`src/cfg_pkg.sv`:
```
/*
 * Constants shared by the switch configuration decoder, its register slave
 * and its selection helper.
 * Assumes a single 250 MHz clock domain and static board switches.
 */
// Summary of operation
// - Analog channel carries the switch-selected humidity parameter.
// - Switch selection uses fixed default full-scale span.
// - Any selection switch overrides software output settings.
// - MS/TP accepts addresses 0..127, master only.
// - RTU accepts addresses 1..247.
// - Address above maximum clamps to maximum.
// - Address below minimum clamps to minimum.
// - 4800 rate only in RTU mode.
// - All rate switches off gives protocol default.
// - Parity switch applies only in RTU mode.
// - Rate switches select 4800 up to 115200.
// - One switch picks RTU or MS/TP protocol.
// - Indicators show link transmit and receive activity.
// - Register number minus one is the protocol address.
package cfg_pkg;

  // Humidity parameter codes, in priority order.
  typedef enum logic [2:0] {
    PARAM_RH = 3'h0,
    PARAM_DEW = 3'h1,
    PARAM_DEW_FROST = 3'h2,
    PARAM_ABS_HUM = 3'h3,
    PARAM_MIX = 3'h4,
    PARAM_WET_BULB = 3'h5,
    PARAM_ENTHALPY = 3'h6
  } param_t;

  localparam int NUM_PARAMS = 7;

  // Bit rate codes; switch code zero means protocol default.
  typedef enum logic [2:0] {
    RATE_DEFAULT = 3'h0,
    RATE_4800 = 3'h1,
    RATE_9600 = 3'h2,
    RATE_19200 = 3'h3,
    RATE_38400 = 3'h4,
    RATE_57600 = 3'h5,
    RATE_76800 = 3'h6,
    RATE_115200 = 3'h7
  } rate_t;

  // Bit rates in bit/s, held at 17 bits.
  localparam logic [16:0] BPS_4800 = 17'h012C0;
  localparam logic [16:0] BPS_9600 = 17'h02580;
  localparam logic [16:0] BPS_19200 = 17'h04B00;
  localparam logic [16:0] BPS_38400 = 17'h09600;
  localparam logic [16:0] BPS_57600 = 17'h0E100;
  localparam logic [16:0] BPS_76800 = 17'h12C00;
  localparam logic [16:0] BPS_115200 = 17'h1C200;

  // Station address limits per protocol.
  localparam logic [7:0] RTU_ADDR_MIN = 8'h01;
  localparam logic [7:0] RTU_ADDR_MAX = 8'hF7;
  localparam logic [7:0] MSTP_ADDR_MIN = 8'h00;
  localparam logic [7:0] MSTP_ADDR_MAX = 8'h7F;

  // Default full-scale endpoints, signed, in whole units.
  localparam logic signed [15:0] SCALE_RH_LO = 16'sh0000;
  localparam logic signed [15:0] SCALE_RH_HI = 16'sh0064;
  localparam logic signed [15:0] SCALE_TEMP_LO = 16'shFFD8;
  localparam logic signed [15:0] SCALE_TEMP_HI = 16'sh0050;
  localparam logic signed [15:0] SCALE_ABS_LO = 16'sh0000;
  localparam logic signed [15:0] SCALE_ABS_HI = 16'sh012C;
  localparam logic signed [15:0] SCALE_MIX_LO = 16'sh0000;
  localparam logic signed [15:0] SCALE_MIX_HI = 16'sh0258;
  localparam logic signed [15:0] SCALE_ENTH_LO = 16'shFFD8;
  localparam logic signed [15:0] SCALE_ENTH_HI = 16'sh0640;

  // Scaled integer ceiling for measurement registers.
  localparam logic signed [15:0] INT_SAT_MAX = 16'sh7FFF;

  // Register byte offsets.
  localparam logic [7:0] OFF_SWITCHES = 8'h00;
  localparam logic [7:0] OFF_SW_OUTPUT = 8'h04;
  localparam logic [7:0] OFF_SW_SCALE = 8'h08;
  localparam logic [7:0] OFF_ACTIVE_OUT = 8'h0C;
  localparam logic [7:0] OFF_ACTIVE_SCALE = 8'h10;
  localparam logic [7:0] OFF_SERIAL = 8'h14;
  localparam logic [7:0] OFF_REG_NUM = 8'h18;
  localparam logic [7:0] OFF_PDU_ADDR = 8'h1C;

  // Reset values of software registers.
  localparam logic [2:0] SW_OUTPUT_RST = 3'h0;
  localparam logic [31:0] SW_SCALE_RST = 32'h00640000;
  localparam logic [15:0] REG_NUM_RST = 16'h0001;

  // Activity indicator stretch: 50 ms at 250 MHz.
  localparam int CLK_MHZ = 250;
  localparam int LED_HOLD_MS = 50;
  localparam int LED_HOLD_CYCLES = LED_HOLD_MS * 1000 * CLK_MHZ;

  // AXI responses.
  localparam logic [1:0] RESP_OKAY = 2'h0;
  localparam logic [1:0] RESP_SLVERR = 2'h2;

  // Converts a rate code to bit/s under the active protocol.
  function automatic logic [16:0] rate_bps(input rate_t code, input logic mstp);
    logic [16:0] bps;
    bps = BPS_19200;
    unique case (code)
      RATE_DEFAULT: bps = mstp ? BPS_38400 : BPS_19200;
      RATE_4800: bps = mstp ? BPS_9600 : BPS_4800;
      RATE_9600: bps = BPS_9600;
      RATE_19200: bps = BPS_19200;
      RATE_38400: bps = BPS_38400;
      RATE_57600: bps = BPS_57600;
      RATE_76800: bps = BPS_76800;
      RATE_115200: bps = BPS_115200;
    endcase
    return bps;
  endfunction : rate_bps

endpackage : cfg_pkg

```
`src/param_select.sv`:
```
/*
 * Picks the humidity parameter driven on the analog channel and its span.
 * Assumes one-hot selection switches, bit 0 relative humidity.
 */
`timescale 1ns/1ps
module param_select (
  input wire logic [6:0] sel_sw, // Selection switches, high is on.
  input wire logic [2:0] sw_param, // Parameter stored by software.
  input wire logic [31:0] sw_scale, // Span stored by software, hi:lo.
  output logic [2:0] out_param, // Parameter in effect.
  output logic [31:0] out_scale, // Span in effect, hi:lo.
  output logic switch_override // A selection switch is on.
);

  // Lowest-numbered switch on wins; with none on, software settings hold.
  always_comb begin
    out_param = sw_param;
    out_scale = sw_scale;
    switch_override = |sel_sw;
    for (int i = cfg_pkg::NUM_PARAMS - 1; i >= 0; i--) begin
      if (sel_sw[i]) begin
        out_param = 3'(i);
      end
    end
    if (switch_override) begin
      unique case (cfg_pkg::param_t'(out_param))
        cfg_pkg::PARAM_RH: out_scale = {cfg_pkg::SCALE_RH_HI, cfg_pkg::SCALE_RH_LO};
        cfg_pkg::PARAM_DEW, cfg_pkg::PARAM_DEW_FROST, cfg_pkg::PARAM_WET_BULB:
          out_scale = {cfg_pkg::SCALE_TEMP_HI, cfg_pkg::SCALE_TEMP_LO};
        cfg_pkg::PARAM_ABS_HUM: out_scale = {cfg_pkg::SCALE_ABS_HI, cfg_pkg::SCALE_ABS_LO};
        cfg_pkg::PARAM_MIX: out_scale = {cfg_pkg::SCALE_MIX_HI, cfg_pkg::SCALE_MIX_LO};
        cfg_pkg::PARAM_ENTHALPY: out_scale = {cfg_pkg::SCALE_ENTH_HI, cfg_pkg::SCALE_ENTH_LO};
        default: out_scale = sw_scale;
      endcase
    end
  end

endmodule : param_select

```
`src/activity_led.sv`:
```
/*
 * Stretches a one-cycle activity pulse into a visible indicator level.
 * Assumes pulses synchronous to aclk.
 */
`timescale 1ns/1ps
module activity_led #(
  parameter int HOLD = cfg_pkg::LED_HOLD_CYCLES // Cycles the light stays on.
) (
  input wire logic aclk, // System clock.
  input wire logic aresetn, // Synchronous reset, active low.
  input wire logic pulse, // One-cycle activity event.
  output logic led // Indicator level, high is lit.
);

  logic [23:0] count_reg;

  // Reloads on each event and counts down to dark.
  always_ff @(posedge aclk) begin
    if (!aresetn) begin
      count_reg <= 24'h000000;
    end else if (pulse) begin
      count_reg <= 24'(HOLD);
    end else if (count_reg != 24'h000000) begin
      count_reg <= count_reg - 24'h000001;
    end
  end

  assign led = (count_reg != 24'h000000);

endmodule : activity_led

```
`src/switch_config_decoder.sv`:
```
/*
 * Switch configuration decoder: turns board switches into output parameter,
 * span, station address, bit rate, parity and protocol, with an AXI4-Lite
 * slave for software settings and status.
 * Assumes switches static and synchronous to aclk, and a 250 MHz clock.
 */
// Local design decisions: register access over AXI4-Lite and the register addresses.
`timescale 1ns/1ps
module switch_config_decoder #(
  parameter int LED_HOLD = cfg_pkg::LED_HOLD_CYCLES // Indicator stretch in cycles.
) (
  input wire logic aclk, // System clock.
  input wire logic aresetn, // Synchronous reset, active low.
  input wire logic [6:0] param_sw, // Humidity parameter switches, bit 0 RH.
  input wire logic [7:0] addr_sw, // Address switches, bit 7 weight 128.
  input wire logic [2:0] rate_sw, // Bit rate switches.
  input wire logic parity_sw, // High selects even parity.
  input wire logic proto_sw, // High selects MS/TP, low RTU.
  input wire logic tx_event, // One-cycle pulse per sent frame.
  input wire logic rx_event, // One-cycle pulse per received frame.
  output logic [2:0] out_param, // Parameter on the humidity channel.
  output logic [31:0] out_scale, // Span hi:lo, signed whole units.
  output logic [7:0] station_addr, // Clamped station address.
  output logic [16:0] bit_rate, // Serial rate in bit/s.
  output logic parity_even, // Even parity in effect.
  output logic proto_mstp, // MS/TP in effect.
  output logic mstp_master, // Node acts as master.
  output logic tx_led, // Transmit indicator.
  output logic rx_led, // Receive indicator.
  input wire logic [7:0] s_axi_awaddr, // Write address.
  input wire logic s_axi_awvalid, // Write address valid.
  output logic s_axi_awready, // Write address ready.
  input wire logic [31:0] s_axi_wdata, // Write data.
  input wire logic [3:0] s_axi_wstrb, // Write byte strobes.
  input wire logic s_axi_wvalid, // Write data valid.
  output logic s_axi_wready, // Write data ready.
  output logic [1:0] s_axi_bresp, // Write response.
  output logic s_axi_bvalid, // Write response valid.
  input wire logic s_axi_bready, // Write response ready.
  input wire logic [7:0] s_axi_araddr, // Read address.
  input wire logic s_axi_arvalid, // Read address valid.
  output logic s_axi_arready, // Read address ready.
  output logic [31:0] s_axi_rdata, // Read data.
  output logic [1:0] s_axi_rresp, // Read response.
  output logic s_axi_rvalid, // Read data valid.
  input wire logic s_axi_rready // Read data ready.
);

  logic [2:0] sw_output_reg;
  logic [31:0] sw_scale_reg;
  logic [15:0] reg_num_reg;
  logic [7:0] addr_next;
  logic [7:0] addr_reg;
  logic [16:0] rate_next;
  logic [16:0] rate_reg;
  logic parity_reg;
  logic proto_reg;
  logic [2:0] sel_param;
  logic [31:0] sel_scale;
  logic override;
  logic aw_held_reg;
  logic w_held_reg;
  logic [7:0] awaddr_reg;
  logic [31:0] wdata_reg;
  logic [3:0] wstrb_reg;
  logic bvalid_reg;
  logic [1:0] bresp_reg;
  logic rvalid_reg;
  logic [31:0] rdata_reg;
  logic [1:0] rresp_reg;
  logic do_write;
  logic [31:0] rd_value;
  logic rd_hit;
  logic wr_hit;

  // Output parameter choice and span.
  param_select u_param_select (
    .sel_sw(param_sw),
    .sw_param(sw_output_reg),
    .sw_scale(sw_scale_reg),
    .out_param(sel_param),
    .out_scale(sel_scale),
    .switch_override(override)
  );

  // Address clamp per protocol; binary weights come straight from the switches.
  always_comb begin
    addr_next = addr_sw;
    if (proto_sw) begin
      if (addr_sw > cfg_pkg::MSTP_ADDR_MAX) begin
        addr_next = cfg_pkg::MSTP_ADDR_MAX;
      end else if (addr_sw < cfg_pkg::MSTP_ADDR_MIN) begin
        addr_next = cfg_pkg::MSTP_ADDR_MIN;
      end
    end else begin
      if (addr_sw > cfg_pkg::RTU_ADDR_MAX) begin
        addr_next = cfg_pkg::RTU_ADDR_MAX;
      end else if (addr_sw < cfg_pkg::RTU_ADDR_MIN) begin
        addr_next = cfg_pkg::RTU_ADDR_MIN;
      end
    end
  end

  // Rate from switches; the slowest code is raised to 9600 under MS/TP.
  always_comb begin
    rate_next = cfg_pkg::rate_bps(cfg_pkg::rate_t'(rate_sw), proto_sw);
  end

  // Serial settings registered so outputs come from flip-flops.
  always_ff @(posedge aclk) begin
    if (!aresetn) begin
      addr_reg <= cfg_pkg::RTU_ADDR_MIN;
      rate_reg <= cfg_pkg::BPS_19200;
      parity_reg <= 1'b0;
      proto_reg <= 1'b0;
    end else begin
      addr_reg <= addr_next;
      rate_reg <= rate_next;
      parity_reg <= parity_sw & ~proto_sw;
      proto_reg <= proto_sw;
    end
  end

  // Analog selection registered.
  always_ff @(posedge aclk) begin
    if (!aresetn) begin
      out_param <= cfg_pkg::SW_OUTPUT_RST;
      out_scale <= cfg_pkg::SW_SCALE_RST;
    end else begin
      out_param <= sel_param;
      out_scale <= sel_scale;
    end
  end

  assign station_addr = addr_reg;
  assign bit_rate = rate_reg;
  assign parity_even = parity_reg;
  assign proto_mstp = proto_reg;
  assign mstp_master = proto_reg;

  // Link activity indicators.
  activity_led #(.HOLD(LED_HOLD)) u_tx_led (
    .aclk(aclk),
    .aresetn(aresetn),
    .pulse(tx_event),
    .led(tx_led)
  );
  activity_led #(.HOLD(LED_HOLD)) u_rx_led (
    .aclk(aclk),
    .aresetn(aresetn),
    .pulse(rx_event),
    .led(rx_led)
  );

  // Write channel: address and data are caught in either order.
  assign s_axi_awready = ~aw_held_reg & ~bvalid_reg;
  assign s_axi_wready = ~w_held_reg & ~bvalid_reg;
  assign do_write = aw_held_reg & w_held_reg & ~bvalid_reg;

  always_ff @(posedge aclk) begin
    if (!aresetn) begin
      aw_held_reg <= 1'b0;
      awaddr_reg <= 8'h00;
    end else if (s_axi_awvalid && s_axi_awready) begin
      aw_held_reg <= 1'b1;
      awaddr_reg <= s_axi_awaddr;
    end else if (do_write) begin
      aw_held_reg <= 1'b0;
    end
  end

  always_ff @(posedge aclk) begin
    if (!aresetn) begin
      w_held_reg <= 1'b0;
      wdata_reg <= 32'h00000000;
      wstrb_reg <= 4'h0;
    end else if (s_axi_wvalid && s_axi_wready) begin
      w_held_reg <= 1'b1;
      wdata_reg <= s_axi_wdata;
      wstrb_reg <= s_axi_wstrb;
    end else if (do_write) begin
      w_held_reg <= 1'b0;
    end
  end

  assign wr_hit = (awaddr_reg == cfg_pkg::OFF_SW_OUTPUT) ||
    (awaddr_reg == cfg_pkg::OFF_SW_SCALE) || (awaddr_reg == cfg_pkg::OFF_REG_NUM);

  // Software settings, written with byte strobes.
  always_ff @(posedge aclk) begin
    if (!aresetn) begin
      sw_output_reg <= cfg_pkg::SW_OUTPUT_RST;
      sw_scale_reg <= cfg_pkg::SW_SCALE_RST;
      reg_num_reg <= cfg_pkg::REG_NUM_RST;
    end else if (do_write) begin
      if (awaddr_reg == cfg_pkg::OFF_SW_OUTPUT && wstrb_reg[0] && wdata_reg[2:0] <= 3'h6) begin
        sw_output_reg <= wdata_reg[2:0];
      end
      if (awaddr_reg == cfg_pkg::OFF_SW_SCALE) begin
        for (int b = 0; b < 4; b++) begin
          if (wstrb_reg[b]) begin
            sw_scale_reg[8*b +: 8] <= wdata_reg[8*b +: 8];
          end
        end
      end
      if (awaddr_reg == cfg_pkg::OFF_REG_NUM) begin
        for (int b = 0; b < 2; b++) begin
          if (wstrb_reg[b]) begin
            reg_num_reg[8*b +: 8] <= wdata_reg[8*b +: 8];
          end
        end
      end
    end
  end

  // Write response.
  always_ff @(posedge aclk) begin
    if (!aresetn) begin
      bvalid_reg <= 1'b0;
      bresp_reg <= cfg_pkg::RESP_OKAY;
    end else if (do_write) begin
      bvalid_reg <= 1'b1;
      bresp_reg <= wr_hit ? cfg_pkg::RESP_OKAY : cfg_pkg::RESP_SLVERR;
    end else if (s_axi_bready) begin
      bvalid_reg <= 1'b0;
    end
  end

  assign s_axi_bvalid = bvalid_reg;
  assign s_axi_bresp = bresp_reg;

  // Read decode; the protocol address is the register number less one.
  always_comb begin
    rd_value = 32'h00000000;
    rd_hit = 1'b1;
    unique case (s_axi_araddr)
      cfg_pkg::OFF_SWITCHES:
        rd_value = {12'h000, proto_sw, parity_sw, rate_sw, addr_sw, param_sw};
      cfg_pkg::OFF_SW_OUTPUT: rd_value = {29'h00000000, sw_output_reg};
      cfg_pkg::OFF_SW_SCALE: rd_value = sw_scale_reg;
      cfg_pkg::OFF_ACTIVE_OUT: rd_value = {27'h0000000, override, 1'b0, out_param};
      cfg_pkg::OFF_ACTIVE_SCALE: rd_value = out_scale;
      cfg_pkg::OFF_SERIAL:
        rd_value = {3'h0, proto_reg, parity_reg, 2'h0, rate_reg, addr_reg};
      cfg_pkg::OFF_REG_NUM: rd_value = {16'h0000, reg_num_reg};
      cfg_pkg::OFF_PDU_ADDR: rd_value = {16'h0000, reg_num_reg - 16'h0001};
      default: rd_hit = 1'b0;
    endcase
  end

  assign s_axi_arready = ~rvalid_reg;

  // Read response registered one cycle after the address is taken.
  always_ff @(posedge aclk) begin
    if (!aresetn) begin
      rvalid_reg <= 1'b0;
      rdata_reg <= 32'h00000000;
      rresp_reg <= cfg_pkg::RESP_OKAY;
    end else if (s_axi_arvalid && s_axi_arready) begin
      rvalid_reg <= 1'b1;
      rdata_reg <= rd_value;
      rresp_reg <= rd_hit ? cfg_pkg::RESP_OKAY : cfg_pkg::RESP_SLVERR;
    end else if (s_axi_rready) begin
      rvalid_reg <= 1'b0;
    end
  end

  assign s_axi_rvalid = rvalid_reg;
  assign s_axi_rdata = rdata_reg;
  assign s_axi_rresp = rresp_reg;

endmodule : switch_config_decoder

```
`config.mk`:
```
export PLATFORM = sky130hd
export DESIGN_NAME = switch_config_decoder
export DESIGN_NICKNAME = d
export VERILOG_FILES = /design/src/cfg_pkg.sv /design/src/param_select.sv /design/src/activity_led.sv /design/src/switch_config_decoder.sv
export SDC_FILE = /design/constraint.sdc
export NUM_CORES = 1
export LEC_CHECK = 0
export ABC_AREA = 1
export BUFFER_PORTS_ARGS = -buffer_cell sky130_fd_sc_hd__buf_2
export CAP_MARGIN = 20
export CORE_UTILIZATION = 60
export CTS_BUF_LIST = sky130_fd_sc_hd__clkbuf_4
export CTS_CLUSTER_DIAMETER = 200
export CTS_CLUSTER_SIZE = 24
export DETAILED_ROUTE_END_ITERATION = 8
export PLACE_DENSITY_LB_ADDON = 0.05
export SLEW_MARGIN = 20
export SYNTH_ARGS = -nofsm -noshare
export SYNTH_HDL_FRONTEND = slang
export SYNTH_SLANG_ARGS = --single-unit
```
`constraint.sdc`:
```
create_clock -name aclk -period 3.6 [get_ports aclk]
set_input_delay 0 -clock aclk [delete_from_list [all_inputs] [get_ports aclk]]
set_output_delay 0 -clock aclk [all_outputs]
set_load 0.05 [all_outputs]
```
==> impl_metrics.yaml <==
synthesis:
  yosysWarnings: 0
  synth_area_leader_cell: "dfxtp_1"
  netlist_instances: 1493
  synth.avg_cell_area_um2: 7.11
  yosysSeqAreaShare_pct: 44.7
  yosys_most_used_dff: "dfxtp_1"
  synth_top_area_share_pct: 44.7
  synth_seq_cells: 237
  synthTopCellsByCount: "332 x nand2_1, 237 x dfxtp_1, 193 x nor2_1"
  synthMostInstantiatedCell: "nand2_1"
  syn_area_um2: 10600
  synth.area.top_cells: "dfxtp_1 45%, nand2_1 12%, nor2_1 6.8%"
  async_reset_ff_share_pct: 0
  synth_edf_count: 0
  synth.distinct_cells: 45
placed_design:
  dpl_cell_area_um2: 11600
  port_buffers: 178
  hpwlAfterDp_um: 21300
  gp_congestion: 0.924
power:
  power_density_nw_per_um2: 368
  vdd_drop_max_mv: 0.288
  power.leakage_nw: 5.64
critical_path:
  cp_data_required_time_ps: 4150
  end_kind: "flop"
  cp_data_arrival_time_ps: 3280
  worst-setup-path-type: "reg2reg"
  ff2ff_path_depth: 6
  crit_path_start_kind: "flop"
  cp_max_fo: 13
routing:
  via_per_inst: 5.51
  drt-initial-drc-count: 1076
  ant_nets: 0
  avgRoutedWirePerCell_um: 16.1
  vias: 10900
  drt_first_pass_iters: 5
  drcViolationCount: 0
  totalWireLength_um: 31700
finish:
  fill_cells: 1413
  fin_nets: 1828
  drive_gt1_share_pct: 14.5
  syn2layout_area_growth_pct: 20.2
  fin_area_um2: 12800
timing:
  grt_setup_unrepaired: "no"
  skew_ps: 32.2
  setup_viol: 0
  tightestPinTransition_ps: 1020
  max-slew-margin-rel_pct: 31.4
  fin_crit_sh_pct: 75.7
  hold_viol_final: 0
  timing.hold.ws_ps: 84.0
  max_freq_mhz: 367
  fin_crit_ps: 2720
  tns_ps: 0
  final_max_slew_viol_count: 0
floorplan:
  io_pins: 187
  start_util_pct: 61.4
  dieArea_um2: 18200
  die_x_um: 135
  core-area_um2: 17300
  die_h_um: 135
  fp-row-count: 48
clock_tree:
  clk_pin_slew_worst_paths_ps: 220
  worstSkewPairLatency_ps: 650
  cts_buffer_depth: 3
  clock_sinks: 237
  cts_buffers: 13
  cts-resized-gates: 0
  cts_tree: "yes"
  cts_root_buf: "clkbuf_4"
  cts.htree.levels: 1
global_routing:
  grt_pass1_vias: 9736
  grt_overflow: 0
  grt_max_degree: 87
  grt_antenna_before_repair: 2
  grt_first_pass_wirelength_um: 49600
  track_usage_pct: 34.3
outcome:
  outcome: "finished clean"
min_path:
  min_path_cells: 10
  hp-class: "in2reg"
run:
  maxCapViolCount: 0
==> worst max-delay path, cell delays in order, from the launching register on <==
cell and delay (ps):
dfxtp_1 410, nor2_1 360, nand2_1 360, o21ai_0 300
dlygate4sd3_1 620, nor2_1 50, dlygate4sd3_1 550
==> power breakdown <==
part | internal, mW | leakage, nW | switching [mW]
Clock | 0.174 | 0.0680 | 0.763
Combinational | 0.314 | 3.63 | 0.607
Sequential | 2.75 | 1.94 | 0.0931
Total | 3.24 | 5.64 | 1.46
==> through the flow <==
step / util, % / power [mW] / std cells / setup slack [ps]
finish: 73.8 / 4.70 / 1971 / 876
global route: 73.8 / 4.91 / 1971 / 753
CTS: 73.8 / 4.69 / 1969 / 1110
detailed placement: 66.8 / 3.68 / 1844 / 1560
global placement: 66.8 / 3.67 / 1844 / 1650
floorplan: - / 3.47 / 1500 / 1450
==> what timing repair did <==
item	4_1_cts	5_1_grt
hold buffers	110	0
hold endpoints to repair	159	0
setup endpoints to repair	0	0
setup buffers	0	0
==> final timing paths <==
kind,start,slack (ps),endpoint
worst max register to register,s_axi_bvalid$_SDFFE_PN0P_,880,awaddr_reg[0]$_SDFFE_PN0P_
worst min-delay path,s_axi_araddr[1],80,s_axi_rdata[13]$_SDFFE_PN0P_
worst max-delay path,s_axi_bvalid$_SDFFE_PN0P_,880,awaddr_reg[0]$_SDFFE_PN0P_
worst min register to register,sw_scale_reg[2]$_SDFFE_PN0P_,470,out_scale[2]$_SDFF_PN0_
==> cell type report <==
cell class | count | area, um^2 | share of cell area, %
antenna | 2 | 5.00 | 0.0392
clock buffer | 13 | 97.6 | 0.764
clock inverter | 2 | 8.76 | 0.0686
inverter | 156 | 588 | 4.61
multi-input combinational | 1039 | 4970 | 38.9
sequential | 237 | 4740 | 37.2
tap | 225 | 282 | 2.21
timing repair buffer | 297 | 2070 | 16.2
==> cell families (layout without fill, tap and decap cells) <==
family,count (synthesis),in the layout,share of synthesized area [%]
and+or+nand+nor,687,687,28.0
AOI/OAI and AO/OA,321,321,16.5
DFF,237,237,44.7
buffers and inverters,224,468,8.78
xor gates and xnor gates,20,20,1.65
adders and majority gates,3,3,0.354
other,1,10,0.0353
==> cell usage in the layout, fill, tap and decap left out, drive strengths merged, types with 18 or more instances in the layout <==
cell / count
dlygate4sd3: 110
nor2: 207
dfxtp: 237
a21oi: 148
o21ai: 125
nand3: 77
inv: 151
nand2: 338
nor3: 31
buf: 187
a211oi: 18
==> per-layer routing <==
layer | up-vias | global-route usage, % | share of wire, %
li1 | 5327 | - | -
met1 | 4958 | 50.2 | 45
met2 | 519 | 52.5 | 44
met3 | 49 | 4.84 | 8.8
met4 | 0 | 9.74 | 2.4
met5 | - | 0 | 0
No activity file was read; power rests on OpenSTA's default activity.
